===== src/inc/watchdog_cfg.svh =====
// constants for the watchdog timer block
// How it works
// - mode field 11: watchdog always active, sleep included, enable ignored
// - mode field 10: active while awake, disabled in sleep
// - mode field 01: soft enable decides; sleep does not change it
// - mode field 00: disabled; enable bit ignored at 00 and 1x
// - soft-controlled mode: write 1 turns on, write 0 turns off
// - period code 00000 gives 32 ticks, doubling to 2^23 at 10010
// - codes 10011 to 11111 act as minimum 32 ticks
// - period select resets to 01011, ratio 65536, about two seconds
// - counter advances on slow oscillator ticks, not system clock rate
// - count cleared on reset, clear, sleep in/out, osc fail, disable, startup
// - still enabled in sleep: counting resumes after the entry clear
// - wake with crystal clock: held clear until startup timer ends
// - timeout in sleep wakes the device instead of resetting
// - timeout updates timeout and powerdown status flags
// - watchdog reset also recorded in power control flag
// - changing oscillator divider does not touch the count
// - control bits 7 and 6 read zero; enable bit resets to 0
// - awake timeout resets device; firmware must clear in time
`ifndef WATCHDOG_CFG_SVH
`define WATCHDOG_CFG_SVH
`define WD_CTRL_OFS 12'h000
`define WD_STAT_OFS 12'h004
`define WD_IRQ_STAT_OFS 12'h008
`define WD_IRQ_MASK_OFS 12'h00c
`define WD_PS_LSB 1
`define WD_PS_MSB 5
`define WD_EN_BIT 0
`define WD_PS_RESET 5'h0b
`define WD_PS_MAX 5'h12
`define WD_PS_MIN_LOG2 5
`define WD_CNT_W 24
`define WD_CLK_HZ 250000000
`define WD_LFOSC_HZ 31000
`define WD_TICK_CYCLES ((`WD_CLK_HZ) / (`WD_LFOSC_HZ))
`define WD_MODE_OFF 2'h0
`define WD_MODE_SOFT 2'h1
`define WD_MODE_AWAKE 2'h2
`define WD_MODE_ON 2'h3
`define WD_IRQ_TIMEOUT 0
`define WD_IRQ_WAKE 1
`endif


===== src/inc/watchdog_pkg.sv =====
// types for the watchdog timer block
package watchdog_pkg;
    typedef enum logic [1:0] {
        WD_OFF = 2'b00,
        WD_SOFT = 2'b01,
        WD_AWAKE_ONLY = 2'b10,
        WD_ALWAYS = 2'b11
    } wd_mode_t;
endpackage


===== src/rtl/wd_tick_gen.sv =====
// divider producing the slow oscillator tick enable
`timescale 1ns/1ns
`include "watchdog_cfg.svh"
module wd_tick_gen (
    // clock and reset
    input wire logic i_core_clk,
    input wire logic i_reset,
    // tick output
    output logic o_tick
);
    typedef struct packed {
        logic [15:0] cnt;
        logic tick;
    } tick_state_t;
    localparam logic [15:0] TICK_LAST = 16'(`WD_TICK_CYCLES - 1);
    tick_state_t st_reg, st_next;
    always_comb begin
        st_next = st_reg;
        st_next.tick = 1'b0;
        if (st_reg.cnt == TICK_LAST) begin
            st_next.cnt = 16'h0000;
            st_next.tick = 1'b1;
        end else begin
            st_next.cnt = st_reg.cnt + 16'h0001;
        end
    end
    always_ff @(posedge i_core_clk) begin
        if (i_reset) begin
            st_reg <= '0;
        end else begin
            st_reg <= st_next;
        end
    end
    assign o_tick = st_reg.tick;
endmodule // wd_tick_gen


===== src/rtl/watchdog_timer.sv =====
// watchdog timer with apb registers and interrupt
//
// Local design decisions: register access over APB and the placing of the registers.
`timescale 1ns/1ns
`include "watchdog_cfg.svh"
module watchdog_timer
    import watchdog_pkg::*;
(
    // clock and reset
    input wire logic i_core_clk,
    input wire logic i_reset,
    // apb slave
    input wire logic i_psel,
    input wire logic i_penable,
    input wire logic i_pwrite,
    input wire logic [11:0] i_paddr,
    input wire logic [31:0] i_pwdata,
    input wire logic [3:0] i_pstrb,
    output logic [31:0] o_prdata,
    output logic o_pready,
    output logic o_pslverr,
    // configuration and core status
    input wire logic [1:0] i_watchdog_mode_cfg,
    input wire logic i_sleep,
    input wire logic i_clear_watch_instr,
    input wire logic i_osc_fail,
    input wire logic i_osc_startup_timer,
    input wire logic i_crystal_clock,
    // outputs to core
    output logic o_device_reset,
    output logic o_wake,
    output logic o_timeout_flag,
    output logic o_powerdown_flag,
    output logic o_watch_reset_flag,
    output logic o_active,
    output logic o_irq
);
    typedef struct packed {
        logic [4:0] period_select;
        logic soft_watch_enable;
        logic [`WD_CNT_W-1:0] count;
        logic sleep_d;
        logic hold_clear;
        logic timeout_flag;
        logic powerdown_flag;
        logic watch_reset_flag;
        logic [1:0] irq_stat;
        logic [1:0] irq_mask;
        logic [31:0] prdata;
        logic pready;
        logic pslverr;
        logic device_reset;
        logic wake;
        logic active;
        logic irq;
    } wd_state_t;

    wd_state_t st_reg, st_next;
    logic tick;
    wd_mode_t mode;
    logic active_now;
    logic clear_now;
    logic [`WD_CNT_W-1:0] ratio_m1;
    logic timeout;
    logic apb_access;
    logic apb_wr;
    logic apb_rd;
    logic [1:0] events;

    wd_tick_gen u_tick (
        .i_core_clk(i_core_clk),
        .i_reset(i_reset),
        .o_tick(tick)
    );

    assign mode = wd_mode_t'(i_watchdog_mode_cfg);
    assign apb_access = i_psel && i_penable && !st_reg.pready;
    assign apb_wr = apb_access && i_pwrite;
    assign apb_rd = apb_access && !i_pwrite;

    always_comb begin
        unique case (mode)
            WD_ALWAYS: active_now = 1'b1;
            WD_AWAKE_ONLY: active_now = !i_sleep;
            WD_SOFT: active_now = st_reg.soft_watch_enable;
            WD_OFF: active_now = 1'b0;
        endcase
    end

    // ratio minus one; reserved codes fall back to minimum
    always_comb begin
        ratio_m1 = '0;
        if (st_reg.period_select > `WD_PS_MAX) begin
            ratio_m1 = `WD_CNT_W'((1 << `WD_PS_MIN_LOG2) - 1);
        end else begin
            ratio_m1 = `WD_CNT_W'((32'h1 << (st_reg.period_select
                + 5'(`WD_PS_MIN_LOG2))) - 32'h1);
        end
    end

    // sleep entry, wake, osc fail, disable, startup timer all clear
    assign clear_now = i_clear_watch_instr || i_osc_fail || !active_now
        || (i_sleep != st_reg.sleep_d)
        || (st_reg.hold_clear && i_osc_startup_timer);

    // at or past the ratio: a shortened period must still expire
    assign timeout = !clear_now && tick && (st_reg.count >= ratio_m1);
    assign events = {timeout && st_reg.sleep_d, timeout};

    always_comb begin
        st_next = st_reg;
        st_next.pready = 1'b0;
        st_next.pslverr = 1'b0;
        st_next.device_reset = 1'b0;
        st_next.wake = 1'b0;
        st_next.sleep_d = i_sleep;
        // crystal wake: hold until the startup timer drops
        if (st_reg.sleep_d && !i_sleep) begin
            st_next.hold_clear = i_crystal_clock;
        end else if (!i_osc_startup_timer) begin
            st_next.hold_clear = 1'b0;
        end
        // counter advances on slow ticks only; divider changes ignored
        if (clear_now) begin
            st_next.count = '0;
        end else if (timeout) begin
            st_next.count = '0;
        end else if (tick) begin
            st_next.count = st_reg.count + `WD_CNT_W'(1);
        end
        if (i_clear_watch_instr) begin
            st_next.timeout_flag = 1'b0;
            st_next.powerdown_flag = 1'b0;
        end
        if (timeout) begin
            st_next.timeout_flag = 1'b1;
            st_next.powerdown_flag = st_reg.sleep_d;
            if (st_reg.sleep_d) begin
                st_next.wake = 1'b1;
            end else begin
                st_next.device_reset = 1'b1;
                st_next.watch_reset_flag = 1'b1;
            end
        end
        // apb access: answer registered at the access edge, so one wait state
        if (apb_access) begin
            st_next.pready = 1'b1;
            st_next.prdata = 32'h0000_0000;
            unique case (i_paddr)
                `WD_CTRL_OFS: begin
                    if (apb_wr && i_pstrb[0]) begin
                        st_next.period_select =
                            i_pwdata[`WD_PS_MSB:`WD_PS_LSB];
                        st_next.soft_watch_enable =
                            i_pwdata[`WD_EN_BIT];
                    end
                    st_next.prdata = {24'h000000, 2'b00,
                        st_reg.period_select,
                        st_reg.soft_watch_enable};
                end
                `WD_STAT_OFS: begin
                    if (apb_wr && i_pstrb[0] && i_pwdata[2]) begin
                        st_next.watch_reset_flag = timeout
                            && !st_reg.sleep_d;
                    end
                    st_next.prdata = {26'h0, st_reg.active,
                        st_reg.sleep_d, st_reg.watch_reset_flag,
                        st_reg.timeout_flag, st_reg.powerdown_flag, 1'b0};
                end
                `WD_IRQ_STAT_OFS: begin
                    st_next.prdata = {30'h0, st_reg.irq_stat};
                end
                `WD_IRQ_MASK_OFS: begin
                    if (apb_wr && i_pstrb[0]) begin
                        st_next.irq_mask = i_pwdata[1:0];
                    end
                    st_next.prdata = {30'h0, st_reg.irq_mask};
                end
                default: begin
                    st_next.pslverr = 1'b1;
                end
            endcase
        end
        // read clears status; a new event in the same cycle wins
        if (apb_rd && i_paddr == `WD_IRQ_STAT_OFS) begin
            st_next.irq_stat = events;
        end else begin
            st_next.irq_stat = st_reg.irq_stat | events;
        end
        st_next.active = active_now;
        st_next.irq = |(st_next.irq_stat & st_reg.irq_mask);
    end

    always_ff @(posedge i_core_clk) begin
        if (i_reset) begin
            st_reg <= '0;
            st_reg.period_select <= `WD_PS_RESET;
            st_reg.soft_watch_enable <= 1'b0;
        end else begin
            st_reg <= st_next;
        end
    end

    assign o_prdata = st_reg.prdata;
    assign o_pready = st_reg.pready;
    assign o_pslverr = st_reg.pslverr;
    assign o_device_reset = st_reg.device_reset;
    assign o_wake = st_reg.wake;
    assign o_timeout_flag = st_reg.timeout_flag;
    assign o_powerdown_flag = st_reg.powerdown_flag;
    assign o_watch_reset_flag = st_reg.watch_reset_flag;
    assign o_active = st_reg.active;
    assign o_irq = st_reg.irq;
endmodule // watchdog_timer


===== config.mk =====
export PLATFORM = sky130hd
export DESIGN_NAME = watchdog_timer
export DESIGN_NICKNAME = d
export VERILOG_FILES = /design/src/inc/watchdog_pkg.sv /design/src/rtl/wd_tick_gen.sv /design/src/rtl/watchdog_timer.sv
export VERILOG_INCLUDE_DIRS = /design/src /design/src/inc
export SDC_FILE = /design/constraint.sdc
export NUM_CORES = 1
export LEC_CHECK = 0
export ABC_AREA = 1
export ABC_CLOCK_PERIOD_IN_PS = 4100
export BUFFER_PORTS_ARGS = -buffer_cell sky130_fd_sc_hd__buf_2
export CAP_MARGIN = 20
export CORE_MARGIN = 3
export CORE_UTILIZATION = 55
export DETAILED_ROUTE_END_ITERATION = 8
export PLACE_DENSITY_LB_ADDON = 0.15
export SYNTH_ARGS = -nofsm -noshare
export SYNTH_HDL_FRONTEND = slang
export SYNTH_SLANG_ARGS = --single-unit

===== constraint.sdc =====
create_clock -name i_core_clk -period 4.1 [get_ports i_core_clk]
set_input_delay 0.205 -clock i_core_clk [delete_from_list [all_inputs] [get_ports i_core_clk]]
set_output_delay 0.205 -clock i_core_clk [all_outputs]
set_load 0.1 [all_outputs]

======== After elaboration in Yosys (flattened, before gate mapping) ========
Cells that the tools add are included.
W data, S select, Z words.
operators by class
  add/sub/neg operators ................... 4
  magnitude comparators ................... 2
  equality and inequality tests ........... 9
  shift-type cells ........................ 1
  mux-type cells .......................... 17
  bitwise gates (word level) .............. 4
  reductions and logical operators ........ 34
operators with widths
  cell                     count
  $add A24 B1 Y24 const B  1
  $eq A12 B4 Y1 const B    2
  $ge A24 B24 Y1           1
  $mux W24                 1
  $pmux W6 S4              1
  $shl A1 B5 Y24 const A   1
  $sub A24 B1 Y24 const B  1
  $add A16 B1 Y16 const B  1
  $eq A16 B13 Y1 const B   1
  $logic_and A1 B1 Y1      13
  $eq A12 B3 Y1 const B    1
  $logic_not A12 Y1        1
  $mux W1                  10
  $reduce_or A2 Y1         4
  $logic_not A1 Y1         6
  $mux W2                  3
  $reduce_and A3 Y1        2
  $add A5 B3 Y5 const B    1
  $gt A5 B5 Y1 const B     1
  $eq A2 B2 Y1 const B     2
  $logic_or A1 B1 Y1       4
  $pmux W1 S4              1
  $reduce_or A4 Y1         1
  $mux W3                  1
  9 further kinds          10
word-level totals
  register bits after elaboration ......... 68
  bits of input ports ..................... 60
  output and inout bits ................... 41
  logic and storage cells ................. 90

======== Longest topological paths before layout ========
  word-level depth ........................ 14
  gate-level depth with buffers ........... 27
  gate-level depth less buffers ........... 27

======== Hierarchy ========
Synthesis repeated with hierarchy kept, for this count alone.
second synthesis, totals
  cell total of the unflattened synthesis .. 711
  area total of the unflattened synthesis .. 4829.6 µm²
modules (own cells, without submodules)
  module          times used  cells an instance  area each (µm²)  seq. area each (µm²)
  watchdog_timer  1           579                3912.5           1021.0
  wd_tick_gen     1           132                917.1            340.3

======== Least setup slack after synthesis ========
OpenSTA, ideal clock, no wires.
  kind .................................... register to register
  start ................................... register st_reg[72] in the netlist's numbering
  end ..................................... register st_reg[49] in the netlist's numbering
  setup time .............................. 0.116 ns
  data arrival time ....................... 2.867 ns
  required time ........................... 3.984 ns
  path slack .............................. 1.117 ns
  cell stages (with the launch flop) ...... 28
  path buffers ............................ 1
  period minus slack after synthesis ...... 2.983 ns
  cells stage by stage .................... dfxtp_1 > nand2_2 > nand2_2 > nand2_1 > nand2_2 > nand2_4 > nand3_1 > ha_1 > nand2_1 > nor2_2 > nand2_2 > clkinv_2 > nand2_4 > nor2_8 > nand2_1 > nand2_1 > nand3_1 > ha_1 > nand2_1 > nor2_1 > nand2_1 > nor2_1 > nand2_1 > nand3_1 > nand2_1 > nand2_2 > buf_2 > nor2_1
between the ends
  longest elaborated chain between the ends .. 7
  elaborated cells between the ends (all ways) .. 8
  classes of those cells .................. 2 x add/sub; 2 x order compare; 1 x shift; 1 x mux; 2 x reduce/logical
RTL lines
  what                          line                   source
  from (decl)                   watchdog_timer.sv:58   wd_state_t st_reg, st_next;
  from (signal assigned)        watchdog_timer.sv:200  st_reg <= st_next;
  $add A5 B3 Y5                 watchdog_timer.sv:96   ratio_m1 = `WD_CNT_W'((32'h1 << (st_reg.period_select
  $shl A1 B5 Y24                watchdog_timer.sv:96
  $sub A24 B1 Y24               watchdog_timer.sv:96
  $mux W24 *                    watchdog_timer.sv:93   if (st_reg.period_select > `WD_PS_MAX) begin
  $ge A24 B24 Y1 *              watchdog_timer.sv:107  assign timeout = !clear_now && tick && (st_reg.count >= ratio_m1);
  $logic_and A1 B1 Y1 *         watchdog_timer.sv:107
  $reduce_or A3 Y1 (no line) *  n/a
Every way passes the cells marked *; elsewhere a longest branch is shown, timed or not.
A chain may end at the register's enable or synchronous reset.

======== Worst setup path in the final report ========
  start ................................... register st_reg[72] in the netlist's numbering
  end ..................................... register st_reg[70] in the netlist's numbering
The elaborated chain is that of the path after synthesis.

==> results.ini <==
[timing]
fin_tns_setup_ps = 0
hold_viol_final = 0
slew_violations = 0
rsz0062_at_grt = false
finalCritPeriodShare_pct = 89.8
fin_skew_ps = 10.7
setup_viol = 0
min_period_ps = 3680
holdWs_ps = 89.6
max_freq_mhz = 272

[floorplan]
ioPinCount = 101
die_x_um = 96.6
core_area_um2 = 7850
die_h_um = 96.6
start_util_pct = 57.5
die_area_um2 = 9320
num_rows = 32

[synthesis]
syn_area_um2 = 4510
synth-edff-count = 0
synth-async-reset-ratio_pct = 0
synth_simple_gate_area_share_pct = 35.6
avgSynthCellArea_um2 = 6.92
synth_top_family_by_area = simple AND/OR/NAND/NOR gates
yosysWarnings = 0
synth.distinct_cells = 46
synthMuxAreaShare_pct = 0
synth_xor_area_share_pct = 4.27
synth-compound-area-share_pct = 9.38
synth-seq-area-share_pct = 30.2
syn_inst = 652
yosys.area_share.adder_pct = 7.77
ys_ff_latch = 68
synth_ff_type = dfxtp_1

[place]
port_buffers = 45
place_congestion = 0.922
hpwl_mm = 7.57
dp_cells = 784

[flow_run]
cap_violations = 0

[critical_path]
r2r_start = st_reg[72]
critPathKind = reg -> reg
cp-start-kind = flop
worstReg2RegEnd = st_reg[70]
startpoint = st_reg[72]
reg2reg_depth = 26
rrSetupSlack_ps = 420
cp.required_ps = 4310
timing.critical_path.to_type = flop
arrival_ps = 3890
crit_path_end = st_reg[70]
worst-path-max-fanout = 24

[clocking]
ctsLongestPathBuffers = 2
root_buffer = clkbuf_8
cts_hold_buf = 0
cts_tree = yes
cts.clk_slew.worst_paths_ps = 80
cts_buffers = 9
ctsResizeCount = 0
cts_sinks = 68
cts_htree_levels = 3
postCtsSetupBuffers = 0
clk_latency_ps = 340

[power_and_ir_drop]
p_clk_share_pct = 39.5
internal_power_mw = 0.965
p_sw_mw = 0.402
pwr_density_cell_nw_per_um2 = 282
power_frac_seq_pct = 48.8
pwr-share-comb_pct = 11.6
ir_drop_v = 0.000250
p_sw_share_pct = 29.4
totalPowerFinal_mw = 1.37
leakage_nw = 2.23

[drt]
first_pass_iters = 5
final_antenna_net_count = 0
via_per_inst = 5.14
wl_per_cell_um = 11.9
finalWirelength_mm = 9.53
remaining_drc_errors = 0
vias = 4108
drt_iter0_markers = 170

[finish]
largest_register_ffs = 36
final_cells = 800
diodes = 0
area_delta_synth_final_pct = 7.63
utilization_pct = 61.9
drive_gt1_share_pct = 15.2
num-nets-final = 781

[global_routing]
first_global_vias = 3586
grt_overflow_total = 0
grt_util_all_layers_pct = 21.6
grt_start_max_net_pins = 25
antenna_found_initial = 0
grt_first_pass_wirelength_mm = 15.9

[run_status]
status = finished clean

[hold_path]
min_path_type = in -> reg

==> worst min-delay path by stage <==
stage,startpoint,to,slack (ps),cells after the start
after floorplan,i_clear_watch_instr,o_timeout_flag,310,1
after global placement,u_tick.st_reg[1],u_tick.st_reg[1],430,1
after detailed placement,u_tick.st_reg[1],u_tick.st_reg[1],430,1
after CTS,i_clear_watch_instr,o_timeout_flag,80,2
after global routing,i_clear_watch_instr,o_timeout_flag,90,2
final,i_clear_watch_instr,o_timeout_flag,90,2
==> layout by cell type, fill, tap and decap left out, types with 3 or more instances in the layout <==
cell type  synthesis  final
nand3_2            4      4
a21oi_1           36     36
conb_1             2     29
xnor2_1           10     10
clkinv_2           1      3
nand3b_1           5      5
inv_2              6      6
clkbuf_8           0      9
inv_1             60     60
nor2_1            82     82
o21ai_0           23     23
dfxtp_1           68     68
xor2_1            12     12
ha_1              28     28
nor2_4             3      3
nand4_1           17     17
buf_2              2     45
o211ai_1           5      5
nor2_2            11     11
nand2_1          142    142
nand3_1           41     41
nand2_2            8      8
or2_0              3      3
nor3_1            14     14
==> synthesized netlist by cell type (2+ instances only) <==
| cell type | count | area [µm²] |
|---|---|---|
| ha_1 | 28 | 350 |
| buf_4 | 35 | 263 |
| nor2_4 | 3 | 33.8 |
| buf_2 | 2 | 10.0 |
| o21ai_1 | 2 | 10.0 |
| nand3b_1 | 5 | 37.5 |
| a21oi_2 | 2 | 17.5 |
| nand2_2 | 8 | 50.1 |
| buf_6 | 2 | 22.5 |
| a21oi_1 | 36 | 180 |
| nor3_1 | 14 | 70.1 |
| clkbuf_1 | 4 | 15.0 |
| o22ai_1 | 2 | 12.5 |
| or2_0 | 3 | 18.8 |
| nand2_1 | 142 | 533 |
| nor2_2 | 11 | 68.8 |
| nand4_1 | 17 | 106 |
| inv_2 | 6 | 22.5 |
| nor3b_1 | 2 | 15.0 |
| inv_1 | 60 | 225 |
| clkinv_1 | 2 | 7.51 |
| nand3_1 | 41 | 205 |
| o211ai_1 | 5 | 37.5 |
| nand2_4 | 2 | 22.5 |
| xnor2_1 | 10 | 87.6 |
| conb_1 | 2 | 7.51 |
| o21ai_0 | 23 | 115 |
| nand4_2 | 2 | 25.0 |
| xor2_1 | 12 | 105 |
| nand3_2 | 4 | 40.0 |
| nor3_2 | 2 | 20.0 |
| nor2_1 | 82 | 308 |
| dfxtp_1 | 68 | 1360 |
==> power groups by stage <==
stage	Sequential [mW]	Clock, mW	Combinational [mW]
floorplan	0.692	0	0.147
global placement	0.683	0	0.158
detailed placement	0.683	0	0.159
finish	0.668	0.540	0.159
global route	0.668	0.583	0.169
CTS	0.668	0.556	0.159
==> layer usage <==
| metal | global-route usage [%] | share of wire [%] | vias up |
|---|---|---|---|
| li1 | - | - | 2144 |
| met1 | 27.7 | 45 | 1848 |
| met2 | 35.9 | 48 | 100 |
| met3 | 4.49 | 5.0 | 16 |
| met4 | 7.48 | 1.9 | 0 |
| met5 | 0 | 0 | - |
==> kinds of logic after synthesis <==
group,Yosys count
xor gates and xnor gates,22
other,2
DFF,68
AOI/OAI and AO/OA,76
adders and majority gates,28
and+or+nand+nor,344
buffers and inverters,112
==> critical path, stage by stage, from the launching register on <==
cell and delay [ps]:
dfxtp_1 450, nand2_2 150, nand2_2 130, nand2_1 70, nand2_2 100, nand2_4 80, nand3_1 80, ha_1 150
nand2_1 60, nor2_2 230, nand2_2 80, clkinv_2 100, nand2_4 90, nor2_2 160, nand2_1 60, nand2_1 50
nand2_1 80, ha_1 280, nand2_1 40, nor2_1 120, nand2_1 100, nor2_1 110, nand2_1 60, nand3_1 130
nand2_1 100, nand2_2 360, nor2_1 110
==> layout make-up <==
cell class	count	area, µm²
clock inverter	6	65.1
multi-input combinational	499	2680
tap	102	128
sequential	68	1360
fill	748	2990
inverter	69	260
timing repair buffer	46	233
clock buffer	10	128
==> metrics by stage <==
step | instance area [µm²] | setup WS, ps
4_1_cts | 4850 | 443
3_3_place_gp | 4660 | 507
2_1_floorplan | 4610 | 1120
5_1_grt | 4850 | 29.3
6_report | 4850 | 419
3_5_place_dp | 4660 | 447
Note: power is estimated with default switching activity, not from simulation.
